**src/rtl/gst_pkg.sv**
```systemverilog
// Package for the gated sixteen bit timer: register map, fields, types
package gst_pkg;
  // Register byte offsets
  localparam logic [3:0] ADDR_CTRL = 4'h0;
  localparam logic [3:0] ADDR_COUNT = 4'h4;
  localparam logic [3:0] ADDR_STATUS = 4'h8;
  localparam logic [3:0] ADDR_MASK = 4'hc;
  // Control field positions
  localparam int CTRL_ON_BIT = 0;
  localparam int CTRL_GATE_EN_BIT = 1;
  localparam int CTRL_POL_BIT = 2;
  localparam int CTRL_TOGGLE_BIT = 3;
  localparam int CTRL_SRC_LSB = 4;
  localparam int CTRL_SYNC_BIT = 6;
  localparam int CTRL_EXTCLK_BIT = 7;
  localparam int CTRL_GVAL_BIT = 8;
  // Status bit positions
  localparam int STAT_OVF_BIT = 0;
  // Reset values
  localparam logic [15:0] COUNT_RST = 16'h0000;
  localparam logic [7:0] CTRL_RST = 8'h00;
  localparam logic [15:0] COUNT_MAX = 16'hffff;
  // Gate source codes
  localparam logic [1:0] SRC_PIN = 2'h0;
  localparam logic [1:0] SRC_BYTE_OVF = 2'h1;
  localparam logic [1:0] SRC_PERIOD = 2'h2;
  // Compare mode that resets the timer
  localparam logic [3:0] CMP_SPECIAL_EVENT = 4'hb;

  // Compare unit event bundle
  typedef struct packed {
    logic [3:0] compare_mode_select;
    logic match;
  } gst_cmp_t;

  // Control settings
  typedef struct packed {
    logic ext_clk;
    logic sync;
    logic [1:0] gate_source_select;
    logic gate_toggle_enable;
    logic gate_polarity;
    logic gate_enable;
    logic on;
  } gst_ctrl_t;
endpackage

```
**src/rtl/gst_timer.sv**
```systemverilog
// Gated sixteen bit timer with Avalon-MM register slave
//
// Our own choices: the address map and the Avalon-MM register port.
`timescale 1ns/10ps
`default_nettype none

// Notes on behaviour
// - Sixteen bit count wraps from all-ones to zero
// - Wrap sets sticky flag; enable gates interrupt
// - Special event compare mode resets the counter
// - Reset only guaranteed in timer/synchronous modes
// - Software count write beats special event reset
// - Special event reset never sets overflow flag
// - Unit two event also starts enabled conversion
// - Gating only when gate enable bit set
// - Count while gate active, hold otherwise
// - Polarity zero counts low, one counts high
// - Selector picks pin, byte overflow, period match
// - Byte timer wrap yields internal gate pulse
// - Period match pulse high one cycle
// - Period source counts one cycle or all but one
// - Toggle flop inverts per edge, acts as gate
// - Toggle flop held zero while toggle disabled
// - Gate value status shows toggled gate counting, else gate active
module gst_timer (
  input wire logic core_clk,
  input wire logic rst_b,
  // Avalon-MM slave
  input wire logic [3:0] avs_address,
  input wire logic avs_read,
  input wire logic avs_write,
  input wire logic [31:0] avs_writedata,
  input wire logic [3:0] avs_byteenable,
  output logic [31:0] avs_readdata,
  output logic avs_waitrequest,
  output logic [1:0] avs_response,
  // Pins and neighbours
  input wire logic gate_pin,
  input wire logic counter_clock,
  input wire logic [7:0] byte_timer,
  input wire logic [7:0] period_timer_count,
  input wire logic [7:0] period_timer_limit,
  input wire gst_pkg::gst_cmp_t compare_unit_one,
  input wire gst_pkg::gst_cmp_t compare_unit_two,
  input wire logic adc_enabled,
  output logic adc_start,
  output logic irq
);
  gst_pkg::gst_ctrl_t ctrl_ff;
  logic [15:0] count_ff;
  logic ovf_flag_ff;
  logic ovf_mask_ff;
  logic toggle_ff;
  logic gval_ff;
  logic pin_meta_ff, pin_sync_ff;
  logic clk_meta_ff, clk_sync_ff, clk_prev_ff;
  logic [7:0] byte_prev_ff;
  logic [7:0] ptc_prev_ff;
  logic ptc_match_ff;
  logic period_pulse_ff;
  logic ack_ff;
  logic [31:0] rdata_ff;
  logic [1:0] resp_ff;
  logic byte_pulse;
  logic gate_raw;
  logic gate_pol;
  logic gate_active;
  logic tick;
  logic inc;
  logic wrap;
  logic sev_one, sev_two, sev_reset;
  logic wr_count;
  logic wr_access;
  logic hit;
  logic [15:0] wmask;

  // Byte lanes into a 16-bit mask
  function automatic logic [15:0] lane_mask(input logic [3:0] be);
    lane_mask = {{8{be[1]}}, {8{be[0]}}};
  endfunction

  // True when a compare unit asks for a special event this cycle
  function automatic logic sev(input gst_pkg::gst_cmp_t c);
    sev = c.match && (c.compare_mode_select == gst_pkg::CMP_SPECIAL_EVENT);
  endfunction

  // Bus handshake: one wait cycle then acknowledge; a write lands on the acknowledging edge
  assign wr_access = avs_write && ack_ff;
  assign avs_waitrequest = (avs_read || avs_write) && !ack_ff;
  assign avs_readdata = rdata_ff;
  assign avs_response = resp_ff;
  assign hit = (avs_address == gst_pkg::ADDR_CTRL) || (avs_address == gst_pkg::ADDR_COUNT) ||
               (avs_address == gst_pkg::ADDR_STATUS) || (avs_address == gst_pkg::ADDR_MASK);
  assign wmask = lane_mask(avs_byteenable);
  assign wr_count = wr_access && (avs_address == gst_pkg::ADDR_COUNT);

  // Pin and external clock synchronisers
  always_ff @(posedge core_clk) begin
    if (!rst_b) begin
      pin_meta_ff <= 1'b0;
      pin_sync_ff <= 1'b0;
      clk_meta_ff <= 1'b0;
      clk_sync_ff <= 1'b0;
      clk_prev_ff <= 1'b0;
    end else begin
      pin_meta_ff <= gate_pin;
      pin_sync_ff <= pin_meta_ff;
      clk_meta_ff <= counter_clock;
      clk_sync_ff <= clk_meta_ff;
      clk_prev_ff <= clk_sync_ff;
    end
  end

  // Neighbour timer history for wrap and reset-after-match detection
  always_ff @(posedge core_clk) begin
    if (!rst_b) begin
      byte_prev_ff <= 8'h00;
      ptc_prev_ff <= 8'h00;
      ptc_match_ff <= 1'b0;
      period_pulse_ff <= 1'b0;
    end else begin
      byte_prev_ff <= byte_timer;
      ptc_prev_ff <= period_timer_count;
      ptc_match_ff <= (period_timer_count == period_timer_limit);
      // High one cycle when the period timer returns to zero after a match
      period_pulse_ff <= ptc_match_ff && (period_timer_count == 8'h00)
                         && (ptc_prev_ff != 8'h00);
    end
  end

  // Wrap from all-ones to zero of the byte timer
  assign byte_pulse = (byte_prev_ff == 8'hff) && (byte_timer == 8'h00);

  // Gate source mux; reserved code keeps gate inactive
  always_comb begin
    case (ctrl_ff.gate_source_select)
      gst_pkg::SRC_PIN: gate_raw = pin_sync_ff;
      gst_pkg::SRC_BYTE_OVF: gate_raw = byte_pulse;
      gst_pkg::SRC_PERIOD: gate_raw = period_pulse_ff;
      default: gate_raw = ctrl_ff.gate_polarity ? 1'b0 : 1'b1;
    endcase
  end

  // Polarity: level one means count
  assign gate_pol = ctrl_ff.gate_polarity ? gate_raw : ~gate_raw;

  // Toggle flop swaps on each active-going edge of the polarised gate
  logic gate_pol_prev_ff;
  always_ff @(posedge core_clk) begin
    if (!rst_b) begin
      toggle_ff <= 1'b0;
      gate_pol_prev_ff <= 1'b0;
    end else begin
      gate_pol_prev_ff <= gate_pol;
      if (!ctrl_ff.gate_toggle_enable) begin
        toggle_ff <= 1'b0;
      end else if (gate_pol && !gate_pol_prev_ff) begin
        toggle_ff <= ~toggle_ff;
      end
    end
  end

  // Effective gate level; reserved selector in toggle mode also holds
  assign gate_active = (ctrl_ff.gate_source_select == 2'h3) ? 1'b0 :
                       (ctrl_ff.gate_toggle_enable ? toggle_ff : gate_pol);

  // Count tick: every cycle internally, rising edge of external clock otherwise
  assign tick = ctrl_ff.ext_clk ? (clk_sync_ff && !clk_prev_ff) : 1'b1;
  assign inc = ctrl_ff.on && tick && (!ctrl_ff.gate_enable || gate_active);
  assign wrap = inc && (count_ff == gst_pkg::COUNT_MAX);

  // Special event triggers; reset ignored in asynchronous counter mode
  assign sev_one = sev(compare_unit_one);
  assign sev_two = sev(compare_unit_two);
  assign sev_reset = (sev_one || sev_two) &&
                     (!ctrl_ff.ext_clk || ctrl_ff.sync);

  // Counter: software write wins, then special event, then increment
  always_ff @(posedge core_clk) begin
    if (!rst_b) begin
      count_ff <= gst_pkg::COUNT_RST;
    end else if (wr_count) begin
      count_ff <= (count_ff & ~wmask) | (avs_writedata[15:0] & wmask);
    end else if (sev_reset) begin
      count_ff <= gst_pkg::COUNT_RST;
    end else if (inc) begin
      count_ff <= count_ff + 16'h0001;
    end
  end

  // Overflow flag: set wins over write-one-to-clear; trigger never sets it
  always_ff @(posedge core_clk) begin
    if (!rst_b) begin
      ovf_flag_ff <= 1'b0;
    end else if (wrap && !wr_count && !sev_reset) begin
      ovf_flag_ff <= 1'b1;
    end else if (wr_access && avs_address == gst_pkg::ADDR_STATUS && avs_byteenable[0]
                 && avs_writedata[gst_pkg::STAT_OVF_BIT]) begin
      ovf_flag_ff <= 1'b0;
    end
  end

  // Interrupt level: flag gated by enable
  assign irq = ovf_flag_ff && ovf_mask_ff;

  // Conversion start pulse from unit two
  always_ff @(posedge core_clk) begin
    if (!rst_b) begin
      adc_start <= 1'b0;
    end else begin
      adc_start <= sev_two && adc_enabled;
    end
  end

  // Gate value status: toggled gate active and counting in toggle mode, effective gate level otherwise
  always_ff @(posedge core_clk) begin
    if (!rst_b) begin
      gval_ff <= 1'b0;
    end else begin
      gval_ff <= ctrl_ff.gate_toggle_enable ? (toggle_ff && inc) : gate_active;
    end
  end

  // Control and mask registers
  always_ff @(posedge core_clk) begin
    if (!rst_b) begin
      ctrl_ff <= gst_pkg::CTRL_RST;
      ovf_mask_ff <= 1'b0;
    end else if (wr_access && avs_byteenable[0]) begin
      if (avs_address == gst_pkg::ADDR_CTRL) begin
        ctrl_ff <= avs_writedata[7:0];
      end
      if (avs_address == gst_pkg::ADDR_MASK) begin
        ovf_mask_ff <= avs_writedata[gst_pkg::STAT_OVF_BIT];
      end
    end
  end

  // Bus answer: data and response registered in the waited cycle
  always_ff @(posedge core_clk) begin
    if (!rst_b) begin
      ack_ff <= 1'b0;
      rdata_ff <= 32'h0000_0000;
      resp_ff <= 2'h0;
    end else begin
      ack_ff <= (avs_read || avs_write) && !ack_ff;
      if ((avs_read || avs_write) && !ack_ff) begin
        resp_ff <= hit ? 2'h0 : 2'h3; // Unmapped gives decode error
        rdata_ff <= 32'h0000_0000;
        if (avs_read) begin
          case (avs_address)
            gst_pkg::ADDR_CTRL: rdata_ff <= {23'h0, gval_ff, ctrl_ff};
            gst_pkg::ADDR_COUNT: rdata_ff <= {16'h0000, count_ff};
            gst_pkg::ADDR_STATUS: rdata_ff <= {31'h0, ovf_flag_ff};
            gst_pkg::ADDR_MASK: rdata_ff <= {31'h0, ovf_mask_ff};
            default: rdata_ff <= 32'h0000_0000;
          endcase
        end
      end
    end
  end
endmodule // gst_timer

`default_nettype wire

```
**config.mk**
```make
export PLATFORM = sky130hd
export DESIGN_NAME = gst_timer
export DESIGN_NICKNAME = d
export VERILOG_FILES = /design/src/rtl/gst_pkg.sv /design/src/rtl/gst_timer.sv
export SDC_FILE = /design/constraint.sdc
export NUM_CORES = 1
export LEC_CHECK = 0
export BUFFER_PORTS_ARGS = -buffer_cell sky130_fd_sc_hd__buf_4
export CORE_MARGIN = 4
export CORE_UTILIZATION = 54
export CTS_CLUSTER_SIZE = 24
export DETAILED_ROUTE_END_ITERATION = 12
export GPL_ROUTABILITY_DRIVEN = 0
export PLACE_DENSITY = 0.95
export SYNTH_ARGS = -nofsm -noshare
export SYNTH_HDL_FRONTEND = slang
export SYNTH_SLANG_ARGS = --single-unit
```
**constraint.sdc**
```tcl
create_clock -name core_clk -period 3.3 [get_ports core_clk]
set_input_delay 0.33 -clock core_clk [delete_from_list [all_inputs] [get_ports core_clk]]
set_output_delay 0.33 -clock core_clk [all_outputs]
set_load 0.1 [all_outputs]
```
## Word-level counts from Yosys, hierarchy flattened

Index checks and enable logic that the tools add are counted.

| operators by class | value |
|---|---|
| add/subtract/negate cells | 1 |
| multipliers | 0 |
| divide/modulo/power cells | 0 |
| order comparisons | 0 |
| equal/unequal tests | 11 |
| shift-type cells | 0 |
| mux-type cells | 15 |
| bitwise logic cells | 6 |
| reduce and logical (&&, ||, !) cells | 47 |

Operators with widths:

| cell | number |
|---|---|
| $mux W16 | 4 |
| $pmux W16 S4 | 1 |
| $and A16 B16 Y16 | 2 |
| $logic_and A1 B1 Y1 | 23 |
| $add A16 B1 Y16 const B | 1 |
| $eq A16 B16 Y1 const B | 1 |
| $eq A4 B4 Y1 const B | 4 |
| $logic_not A8 Y1 | 2 |
| $not A16 Y16 | 1 |
| $or A16 B16 Y16 | 1 |
| $eq A8 B8 Y1 | 1 |
| $eq A8 B8 Y1 const B | 1 |
| $mux W1 | 8 |
| $reduce_bool A8 Y1 | 1 |
| $logic_not A1 Y1 | 7 |
| $logic_or A1 B1 Y1 | 7 |
| $reduce_and A2 Y1 | 3 |
| $eq A2 B2 Y1 const B | 2 |
| $eq A4 B3 Y1 const B | 1 |
| $logic_not A4 Y1 | 1 |
| $pmux W1 S3 | 1 |
| $reduce_bool A3 Y1 | 1 |
| $eq A2 B1 Y1 const B | 1 |
| $logic_not A2 Y1 | 1 |
| 3 further kinds | 4 |

| storage, ports and cells | value |
|---|---|
| bits in registers | 88 |
| bits in latches | 0 |
| bits in writable memories | 0 |
| bits in read-only memories | 0 |
| bits of input ports | 81 |
| output and inout bits | 37 |
| memories | 0 |

## Longest topological paths before layout

Gate-level depths: netlist of the first run.

| logic depth | value |
|---|---|
| depth in word-level cells | 13 |
| depth in mapped cells | 7 |
| mapped depth without buffers | 6 |

## Worst setup path after synthesis of the first run

Ideal clock, no wire load.

| path | value |
|---|---|
| path kind | input port to flip-flop |
| from | input byte_timer[1] |
| to | register (tool-made name) |
| library setup time | 130 ps |
| arrival time | 1924 ps |
| path slack | 1246 ps |
| cell stages on the path | 7 |
| path buffers | 1 |
| cells stage by stage | nor4_1 nand3_1 o221a_2 o41a_1 buf_6 o311ai_1 o31ai_1 |

RTL lines:

| what | line | source |
|---|---|---|
| from (decl) | gst_timer.sv:40 | `input wire logic [7:0] byte_timer,` |

==> results of run 1 <==
## how the worst max path moves through the flow
stage | end | slack, ns | cells after the start
2_1_floorplan | register | 1.25 | 7
4_1_cts | register | 0.89 | 6
3_3_place_gp | register | 0.85 | 8
3_5_place_dp | register | 0.77 | 8
6_report | register | 0.87 | 6
5_1_grt | register | 0.79 | 6
## worst register-to-register path, stage by stage, from the launching register on
cell      delay (ns)
dfxtp_1         0.39
and4b_1         0.30
nand3_1         0.08
o221a_2         0.29
o41a_1          0.65
a221oi_1        0.43
o221a_2         0.24
## synthesized netlist by cell type (3+ instances only)
cell      number
mux2i_1        9
xnor2_1        8
nand2_1       21
a211oi_1       4
nand3b_1       4
o31ai_1        5
o221a_2        3
nor2_1        52
a22oi_1       19
nor4_2         3
buf_2          3
buf_4         17
xor2_1         6
clkbuf_1      14
a21oi_1       23
and3_1         4
o32ai_1        3
dfxtp_1       71
nor4_1         7
a32oi_1        3
nand2b_1       5
nand4_1        6
nand3_1       14
o21ai_0       12
o211a_1        4
inv_1          9
or3_1          4
and2_1        26
nor3_1        11
## cell type report
type                    instances  area [um2]  share of cell area [%]
multi-input cells             299        1820                    42.9
flip-flops and latches         71        1420                    33.5
repair buffers                 89         668                    15.7
clock buffers                  11         151                    3.56
well taps                      75        93.8                    2.21
clock inverters                 5        56.3                    1.33
inverters                       9        33.8                   0.795
## per-layer routing
| metal | GRT usage [%] | vias to the layer above |
|---|---|---|
| met3 | 7.06 | 28 |
| met4 | 9.90 | 0 |
| met1 | 27.3 | 1517 |
| met2 | 41.6 | 187 |
| li1 | - | 1566 |
| met5 | 0 | - |
## logic make-up after synthesis
group | after synthesis | share of synthesized area (%)
xor+xnor | 14 | 3.58
fa+ha+maj | 1 | 0.365
buf+inv | 44 | 7.01
flops | 71 | 41.5
mux | 10 | 3.28
other cells | 1 | 0.109
simple gates | 167 | 25.6
compound gates | 91 | 18.6
## where the power goes
part | internal (uW) | switching (uW)
clock | 389 | 319
combinational | 91.5 | 186
sequential | 878 | 14.0
## through the flow
| stage | worst slack (ns) | total power [uW] | cell area, um2 | instances |
|---|---|---|---|---|
| detailed placement | 0.771 | 1190 | 4040 | 543 |
| floorplan | 1.25 | 1110 | 3480 | 414 |
| finish | 0.873 | 1880 | 4250 | 559 |
| global placement | 0.848 | 1180 | 4040 | 543 |
| global route | 0.789 | 1940 | 4250 | 559 |
| CTS | 0.894 | 1880 | 4250 | 559 |
==> impl_metrics.tcl, run 1 <==
set metrics [dict create \
    synthArstFlopShare_pct 0 \
    drv_slew 0 \
    outcome "complete, no violations" \
    path_cells "and4b_1, nand3_1, o221a_2, o41a_1, a221oi_1, o221a_2" \
    hp-class "in2reg" \
    syn_avg_cell_area_um2 8.59 \
    critPathRequiredTime_ns 3.59 \
    finalCriticalPeriod_ns 2.43 \
    fin_hold_ws_ns 0.187 \
    dr_wl_met3_um 848 \
    hold_end "clk_meta_ff" \
    yosys_warnings 0 \
    crit_top_cell "o221a_2" \
    ys_seq_area_share_pct 41.5 \
    gr-total-overflow 0 \
    p_leak_uw 0.00174 \
    cts_tree "yes" \
    cts_made_buffers 9 \
    irDropWorstVdd_mv 0.380 \
    final-hold-violation-count 0 \
    n_antenna_cell 0 \
    endpoint_kind "register" \
    layout.nets 561 \
    rows 28 \
    cap_violations 0 \
    startpoint_type "register" \
    yosysTopAreaCell "dfxtp_1" \
    synth.distinct_cells 53 \
    final_cell_mix "buf_4, dfxtp_1, nor2_1" \
    syn_to_final_growth_pct 23.9 \
    min_from "counter_clock" \
    first_iter_violations 335 \
    hpwlAfterDp_um 6570 \
    dr.pass1.iters 5 \
    die_w_um 87.7 \
    initial_core_util_pct 56.9 \
    routed_wl_um 8800 \
    yosysTopAreaCellShare_pct 41.5 \
    cp.arrival_ns 2.72 \
    fillCellCount 465 \
    via_per_inst 5.90 \
    die_area_um2 7690 \
    coreArea_um2 6030 \
    period_share_pct 73.6 \
    rsz0062_at_grt "false" \
    cp.buffers_inverters 0 \
    met2_length_um 4360 \
    path_clk_slew_ns 0.07 \
    highest_layer "met4" \
    cts.path.max_buffers 2 \
    htree_levels 3 \
    ys.flop_type "dfxtp_1" \
    cp_slowest_cell "o41a_1" \
    finalCoreUtilization_pct 70.5 \
    num_vias 3298 \
    timing.rr.start "ctrl_ff[5]" \
    cp_top_family "compound AO/OA/AOI/OAI gates" \
    ctsResizeCount 0 \
    io_buffers 83 \
    clock_sinks 71 \
    die_h_um 87.7 \
    synth_cells 399 \
    final_common_cell "buf_4" \
    grt_max_degree 39 \
    postCtsHoldBufs 0 \
    fin_setup_tns_ns 0 \
    finalClockSkew_ns 0.00590 \
    clk_latency_ns 0.35 \
    ctsRootBufferMaster "clkbuf_8" \
    layout-drive-gt1-share_pct 24.0 \
    grt_pass1_wl_um 14500 \
    grtUsageTotal_pct 23.9 \
    worstPathMaxFanout 12 \
    cpPeakStageDelay_ns 0.65 \
    critPathLaunch "ctrl_ff[5]" \
    r2r_slack_ns 0.87 \
    holdPathStages 2 \
    r2r_cells 6 \
    synth_edf_count 0 \
    powerDensity_nw_per_um2 442 \
    ant_nets 0 \
    drc_errors 0 \
    crit_type "reg2reg" \
    synth_area_um2 3430 \
    ioPinCount 118 \
    synth.area.top_cells "dfxtp_1, nor2_1, and2_1" \
    tightest_slew_ns 0.899 \
    grt_pass1_vias 3230 \
    cts_setup_buffers 0 \
    synth_seq_cells 71 \
    max_freq_ghz 0.412 \
    wire_per_inst_um 15.7 \
    slew_headroom_pct 40.0 \
    grt_antenna_before_repair 0 \
    finalSetupViolations 0 \
    wl_met1_um 3330 \
]
Power figures use the tool's default switching activity.
==> inputs of run 2 (changes only) <==
ABC_AREA = 1   (was default)
CORE_UTILIZATION = 51   (was 54)
PLACE_DENSITY = 0.9   (was 0.95)
clock period = 2.52 ns   (was 3.3 ns; I/O delays follow)
==> run 2 against run 1 <==
  * Synthesized cell count increased by 27%
  * Sequential share of layout area decreased by 1.2 points
  * Final cell count increased by 23%
  * Routed wire length increased by 1.7%
  * Critical path depth increased by 6
  * Largest power group unchanged
  * Cell area increased by 3.6%
  * Clock skew increased by 0.0028 ns
  * Area after synthesis increased by 5.0%
  * Register-to-register slack got worse by 0.37 ns
  * Flip-flop and latch count unchanged
  * Global-route usage decreased by 2.6 points
  * Power increased by 30%
==> impl_metrics.tcl, run 2 <==
set metrics [dict create \
    critPathRequiredTime_ns 2.78 \
    finalCriticalPeriod_ns 2.01 \
    rows 30 \
    ys_seq_area_share_pct 39.5 \
    postCtsHoldBufs 0 \
    rsz0062_at_grt "false" \
    syn_avg_cell_area_um2 7.10 \
    cp_top_family "simple AND/OR/NAND/NOR gates" \
    cp_slowest_cell "dfxtp_1" \
    cp.buffers_inverters 0 \
    grt_pass1_vias 3383 \
    hpwlAfterDp_um 6770 \
    via_per_inst 5.20 \
    grt_pass1_wl_um 14800 \
    first_iter_violations 385 \
    synth.area.top_cells "dfxtp_1, nand2_1, inv_1" \
    yosysMostFrequentCell "nand2_1" \
    drc_errors 0 \
    netlist_top_cells_count "nand2_1, dfxtp_1, inv_1" \
    htree_levels 3 \
    final_cell_mix "nand2_1, buf_4, dfxtp_1" \
    slew_headroom_pct 56.9 \
    synthArstFlopShare_pct 0 \
    cts_tree "yes" \
    worstPathMaxFanout 5 \
    r2r_cells 12 \
    num_vias 3587 \
    outcome "complete, no violations" \
    finalClockSkew_ns 0.00868 \
    layout-drive-gt1-share_pct 22.6 \
    ctsResizeCount 0 \
    cp.depth 12 \
    drv_slew 0 \
    yosysTopAreaCellShare_pct 39.5 \
    cap_violations 0 \
    cts_setup_buffers 0 \
    synth_cells 507 \
    gr-total-overflow 0 \
    ys.flop_type "dfxtp_1" \
    synth.distinct_cells 45 \
    fin_hold_ws_ns 0.0725 \
    die_w_um 92 \
    die_h_um 92 \
    cpPeakStageDelay_ns 0.43 \
    placedInstanceArea_um2 4220 \
    wire_per_inst_um 13.0 \
    ioPinCount 118 \
    irDropWorstVdd_mv 0.240 \
    layout.nets 671 \
    fin_setup_tns_ns 0 \
    synth_area_um2 3600 \
    routed_wl_um 8940 \
    ctsRootBufferMaster "clkbuf_8" \
    yosys_warnings 0 \
    crit_type "reg2reg" \
    coreArea_um2 6830 \
    p_leak_uw 0.00204 \
    die_area_um2 8460 \
    syn_to_final_growth_pct 22.3 \
    grtUsageTotal_pct 21.3 \
    initial_core_util_pct 52.7 \
    startpoint_type "register" \
    n_antenna_cell 0 \
    period_share_pct 79.9 \
    io_buffers 83 \
    clock_sinks 71 \
    ant_nets 0 \
    tightest_slew_ns 0.645 \
    cts.path.max_buffers 2 \
    grt_antenna_before_repair 0 \
    clk_latency_ns 0.36 \
    finalSetupViolations 0 \
    dr.pass1.iters 5 \
    final_common_cell "nand2_1" \
    path_cells "ha_1, nand3_2, nor2_2, nand4_1, nor2_2, nand2_2, nor2_4, nand3_2, xor2_1, o21ai_1, nor2_1, nor2_1" \
    endpoint_kind "register" \
    max_freq_ghz 0.496 \
    finalPower_uw 2450 \
    yosysTopAreaCell "dfxtp_1" \
    r2r_slack_ns 0.51 \
    powerDensity_nw_per_um2 556 \
    synth_seq_cells 71 \
    fin_area_um2 4400 \
    synth_edf_count 0 \
    cp.arrival_ns 2.27 \
    path_clk_slew_ns 0.08 \
    cts_made_buffers 9 \
    grt_max_degree 51 \
    hp-class "in2reg" \
    final-hold-violation-count 0 \
    finalCoreUtilization_pct 64.4 \
]
## run 2: worst min path at each step
stage	slack (ns)	startpoint	end	cells past startpoint
3_3_place_gp	0.40	clk_meta_ff	clk_sync_ff	2
5_1_grt	0.09	byte_timer[0]	byte_prev_ff[0]	3
6_report	0.07	counter_clock	clk_meta_ff	3
4_1_cts	0.08	counter_clock	clk_meta_ff	3
2_1_floorplan	0.35	byte_timer[0]	byte_prev_ff[0]	2
3_5_place_dp	0.40	pin_meta_ff	pin_sync_ff	2
## run 2: logic make-up after synthesis
group | after synthesis | share of synthesized area [%]
AO/OA/AOI/OAI | 87 | 13.6
XOR/XNOR | 9 | 2.19
adder cells (fa/ha/maj) | 1 | 0.348
buffers and inverters | 99 | 13.0
flip-flops | 71 | 39.5
other | 1 | 0.104
AND/OR/NAND/NOR | 239 | 31.3
## run 2: metrics by stage
stage | setup slack [ns] | std cells
after floorplan | 0.815 | 522
after global placement | 0.620 | 674
after detailed placement | 0.559 | 674
after CTS | 0.528 | 690
after global routing | 0.377 | 690
final | 0.506 | 690
## run 2: tightest hold or removal path: stages
cell	delay [ns]
buf_4	0.08
nand2_1	0.04
inv_1	0.04
## run 2: metal layers
metal | GRT usage, % | part of all wire, % | vias up
li1 | - | - | 1753
met1 | 25.9 | 40 | 1635
met2 | 35.9 | 49 | 177
met3 | 4.68 | 9.2 | 22
met4 | 9.90 | 2.1 | 0
met5 | 0 | 0 | -
## run 2: area by class of cell
| cell class | instances | area, um2 |
|---|---|---|
| clock buffer | 12 | 155 |
| clock inverter | 4 | 28.8 |
| fill | 589 | 2430 |
| inverter | 69 | 267 |
| multi-input combinational | 352 | 1760 |
| sequential | 71 | 1420 |
| tap | 96 | 120 |
| timing repair buffer | 86 | 646 |
## run 2: power breakdown
group	internal (uW)	switching (uW)	leakage (uW)
clock network	413	439	0.0000890
registers	1160	25.7	0.000580
logic	127	283	0.00137
==> inputs of run 3 (changes only) <==
CORE_UTILIZATION = 46   (was 51)
PLACE_DENSITY = 0.87   (was 0.9)
clock period = 1.62 ns   (was 2.52 ns; I/O delays follow)
==> run 3 against run 2 <==
  * The run now ends with negative setup slack left
  * Flip-flop and latch count is the same
  * Clock-buffer cell count down 2
  * Combinational power grew 85%
  * Global-route usage up 2.3 points
  * Clock skew grew 0.0023 ns
  * Final cell count up 7.8%
  * Register-to-register slack lost 0.91 ns
  * Die area is 9.9% higher
  * Largest cell class unchanged
  * Largest power group unchanged
==> impl_metrics.tcl, run 3 (synthesis gave the netlist of run 2 again) <==
set metrics [dict create \
    startpoint_type "register" \
    drv_slew 0 \
    final_cell_mix "buf_4, nand2_1, dfxtp_1" \
    violations "negative setup slack" \
    grt_antenna_before_repair 0 \
    routed_wl_um 11900 \
    multi_input_area_um2 1970 \
    grt_pass1_wl_um 16900 \
    final_cells 744 \
    n_antenna_cell 0 \
    io_buffers 83 \
    first_iter_violations 517 \
    rsz0062_at_grt "true" \
    finalClockSkew_ns 0.0110 \
    num_vias 4089 \
    outcome "finished, violations left" \
    critPathRequiredTime_ns 1.87 \
    gr-total-overflow 0 \
    rows 31 \
    finalCoreUtilization_pct 68.1 \
    layout.nets 722 \
    crit_type "reg2reg" \
    via_per_inst 5.50 \
    cp.arrival_ns 2.27 \
    worstPathMaxFanout 6 \
    finalCriticalPeriod_ns 2.03 \
    grt_max_degree 42 \
    cts_made_buffers 9 \
    die_h_um 96.4 \
    die_area_um2 9300 \
    powerDensity_nw_per_um2 798 \
    grt_pass1_vias 3748 \
    htree_levels 3 \
    place_inst 706 \
    cts_tree "yes" \
    coreArea_um2 7410 \
    period_share_pct 125 \
    path_clk_slew_ns 0.08 \
    ioPinCount 118 \
    hpwlAfterDp_um 7040 \
    p_leak_uw 0.00234 \
    cap_violations 0 \
    hp-class "in2reg" \
    grtUsageTotal_pct 23.6 \
    layout.area.seq_um2 1430 \
    fillCellCount 515 \
    wire_per_inst_um 15.9 \
    layout-drive-gt1-share_pct 32.7 \
    irDropWorstVdd_mv 0.360 \
    endpoint_kind "register" \
    drc_errors 0 \
    syn_to_final_growth_pct 40.3 \
    final_common_cell "buf_4" \
    max_freq_ghz 0.493 \
    finalSetupViolations 18 \
    final-hold-violation-count 0 \
    ctsRootBufferMaster "clkbuf_8" \
    initial_core_util_pct 48.6 \
    cts.path.max_buffers 2 \
    clock_sinks 71 \
    ant_nets 0 \
    layout_setup_ws_ns -0.407 \
    dr.pass1.iters 6 \
    clk_latency_ns 0.36 \
    die_w_um 96.4 \
]
run 3: final timing paths:
path	startpoint	to	slack, ns	depth (start not counted)
max	ctrl_ff[5]	register	-0.41	14
min	byte_timer[0]	byte_prev_ff[0]	0.01	3
max reg2reg	ctrl_ff[5]	register	-0.41	14
min reg2reg	clk_meta_ff	clk_sync_ff	0.42	2
run 3: critical path: stages (launching register included):
cell	delay, ns
dfxtp_2	0.34
nor2_1	0.14
nor2_1	0.09
o21ai_2	0.10
nand2_1	0.08
nand2_1	0.09
nand4_1	0.17
nand2_2	0.15
nand2_2	0.07
nand2_4	0.10
nand2_8	0.10
nand2_8	0.15
nand2_4	0.08
nor2_1	0.18
nor2_2	0.06
run 3: repair_timing:
item                                   in CTS  in global routing
setup buffers                               5                  3
setup endpoints to repair                  17                 19
cloned                                      2                  0
pin swaps                                  10                 22
gates resized for setup                    15                 37
endpoints found under the hold margin      11                  1
hold buffers                               11                  1
run 3: through the flow:
step | TNS, ns | hold WS (ns) | worst slack (ns) | cell area (um2) | power [uW]
after floorplan | -0.0191 | 0.255 | -0.0191 | 3670 | 2350
after CTS | -0.889 | 0.00176 | -0.149 | 4890 | 3950
after detailed placement | -1.05 | 0.358 | -0.192 | 4450 | 2540
after global routing | -7.26 | 0.00445 | -0.491 | 5050 | 4160
final | -5.24 | 0.0109 | -0.407 | 5050 | 4030
after global placement | -0.363 | 0.351 | -0.0786 | 4450 | 2520
run 3: report_power, final:
part | switching, uW | internal [uW]
registers | 45.1 | 1800
clock network | 707 | 719
logic | 500 | 258
total | 1250 | 2780
run 3: layout make-up:
cell class	instances	area share, %
Multi-Input combinational cell	354	39.0
Clock buffer	10	2.53
Sequential cell	71	28.4
Clock inverter	6	1.36
Tap cell	99	2.45
Inverter	69	5.28
Timing Repair Buffer	135	21.0
run 3: routing by layer:
metal	routed length (um)	share of wire, %	track usage, %	vias to the layer above
met5	0	0	0	-
met4	628	5.3	12.0	0
met3	1280	11	6.74	82
met2	5650	48	40.6	302
met1	4300	36	26.6	1845
li1	-	-	-	1860
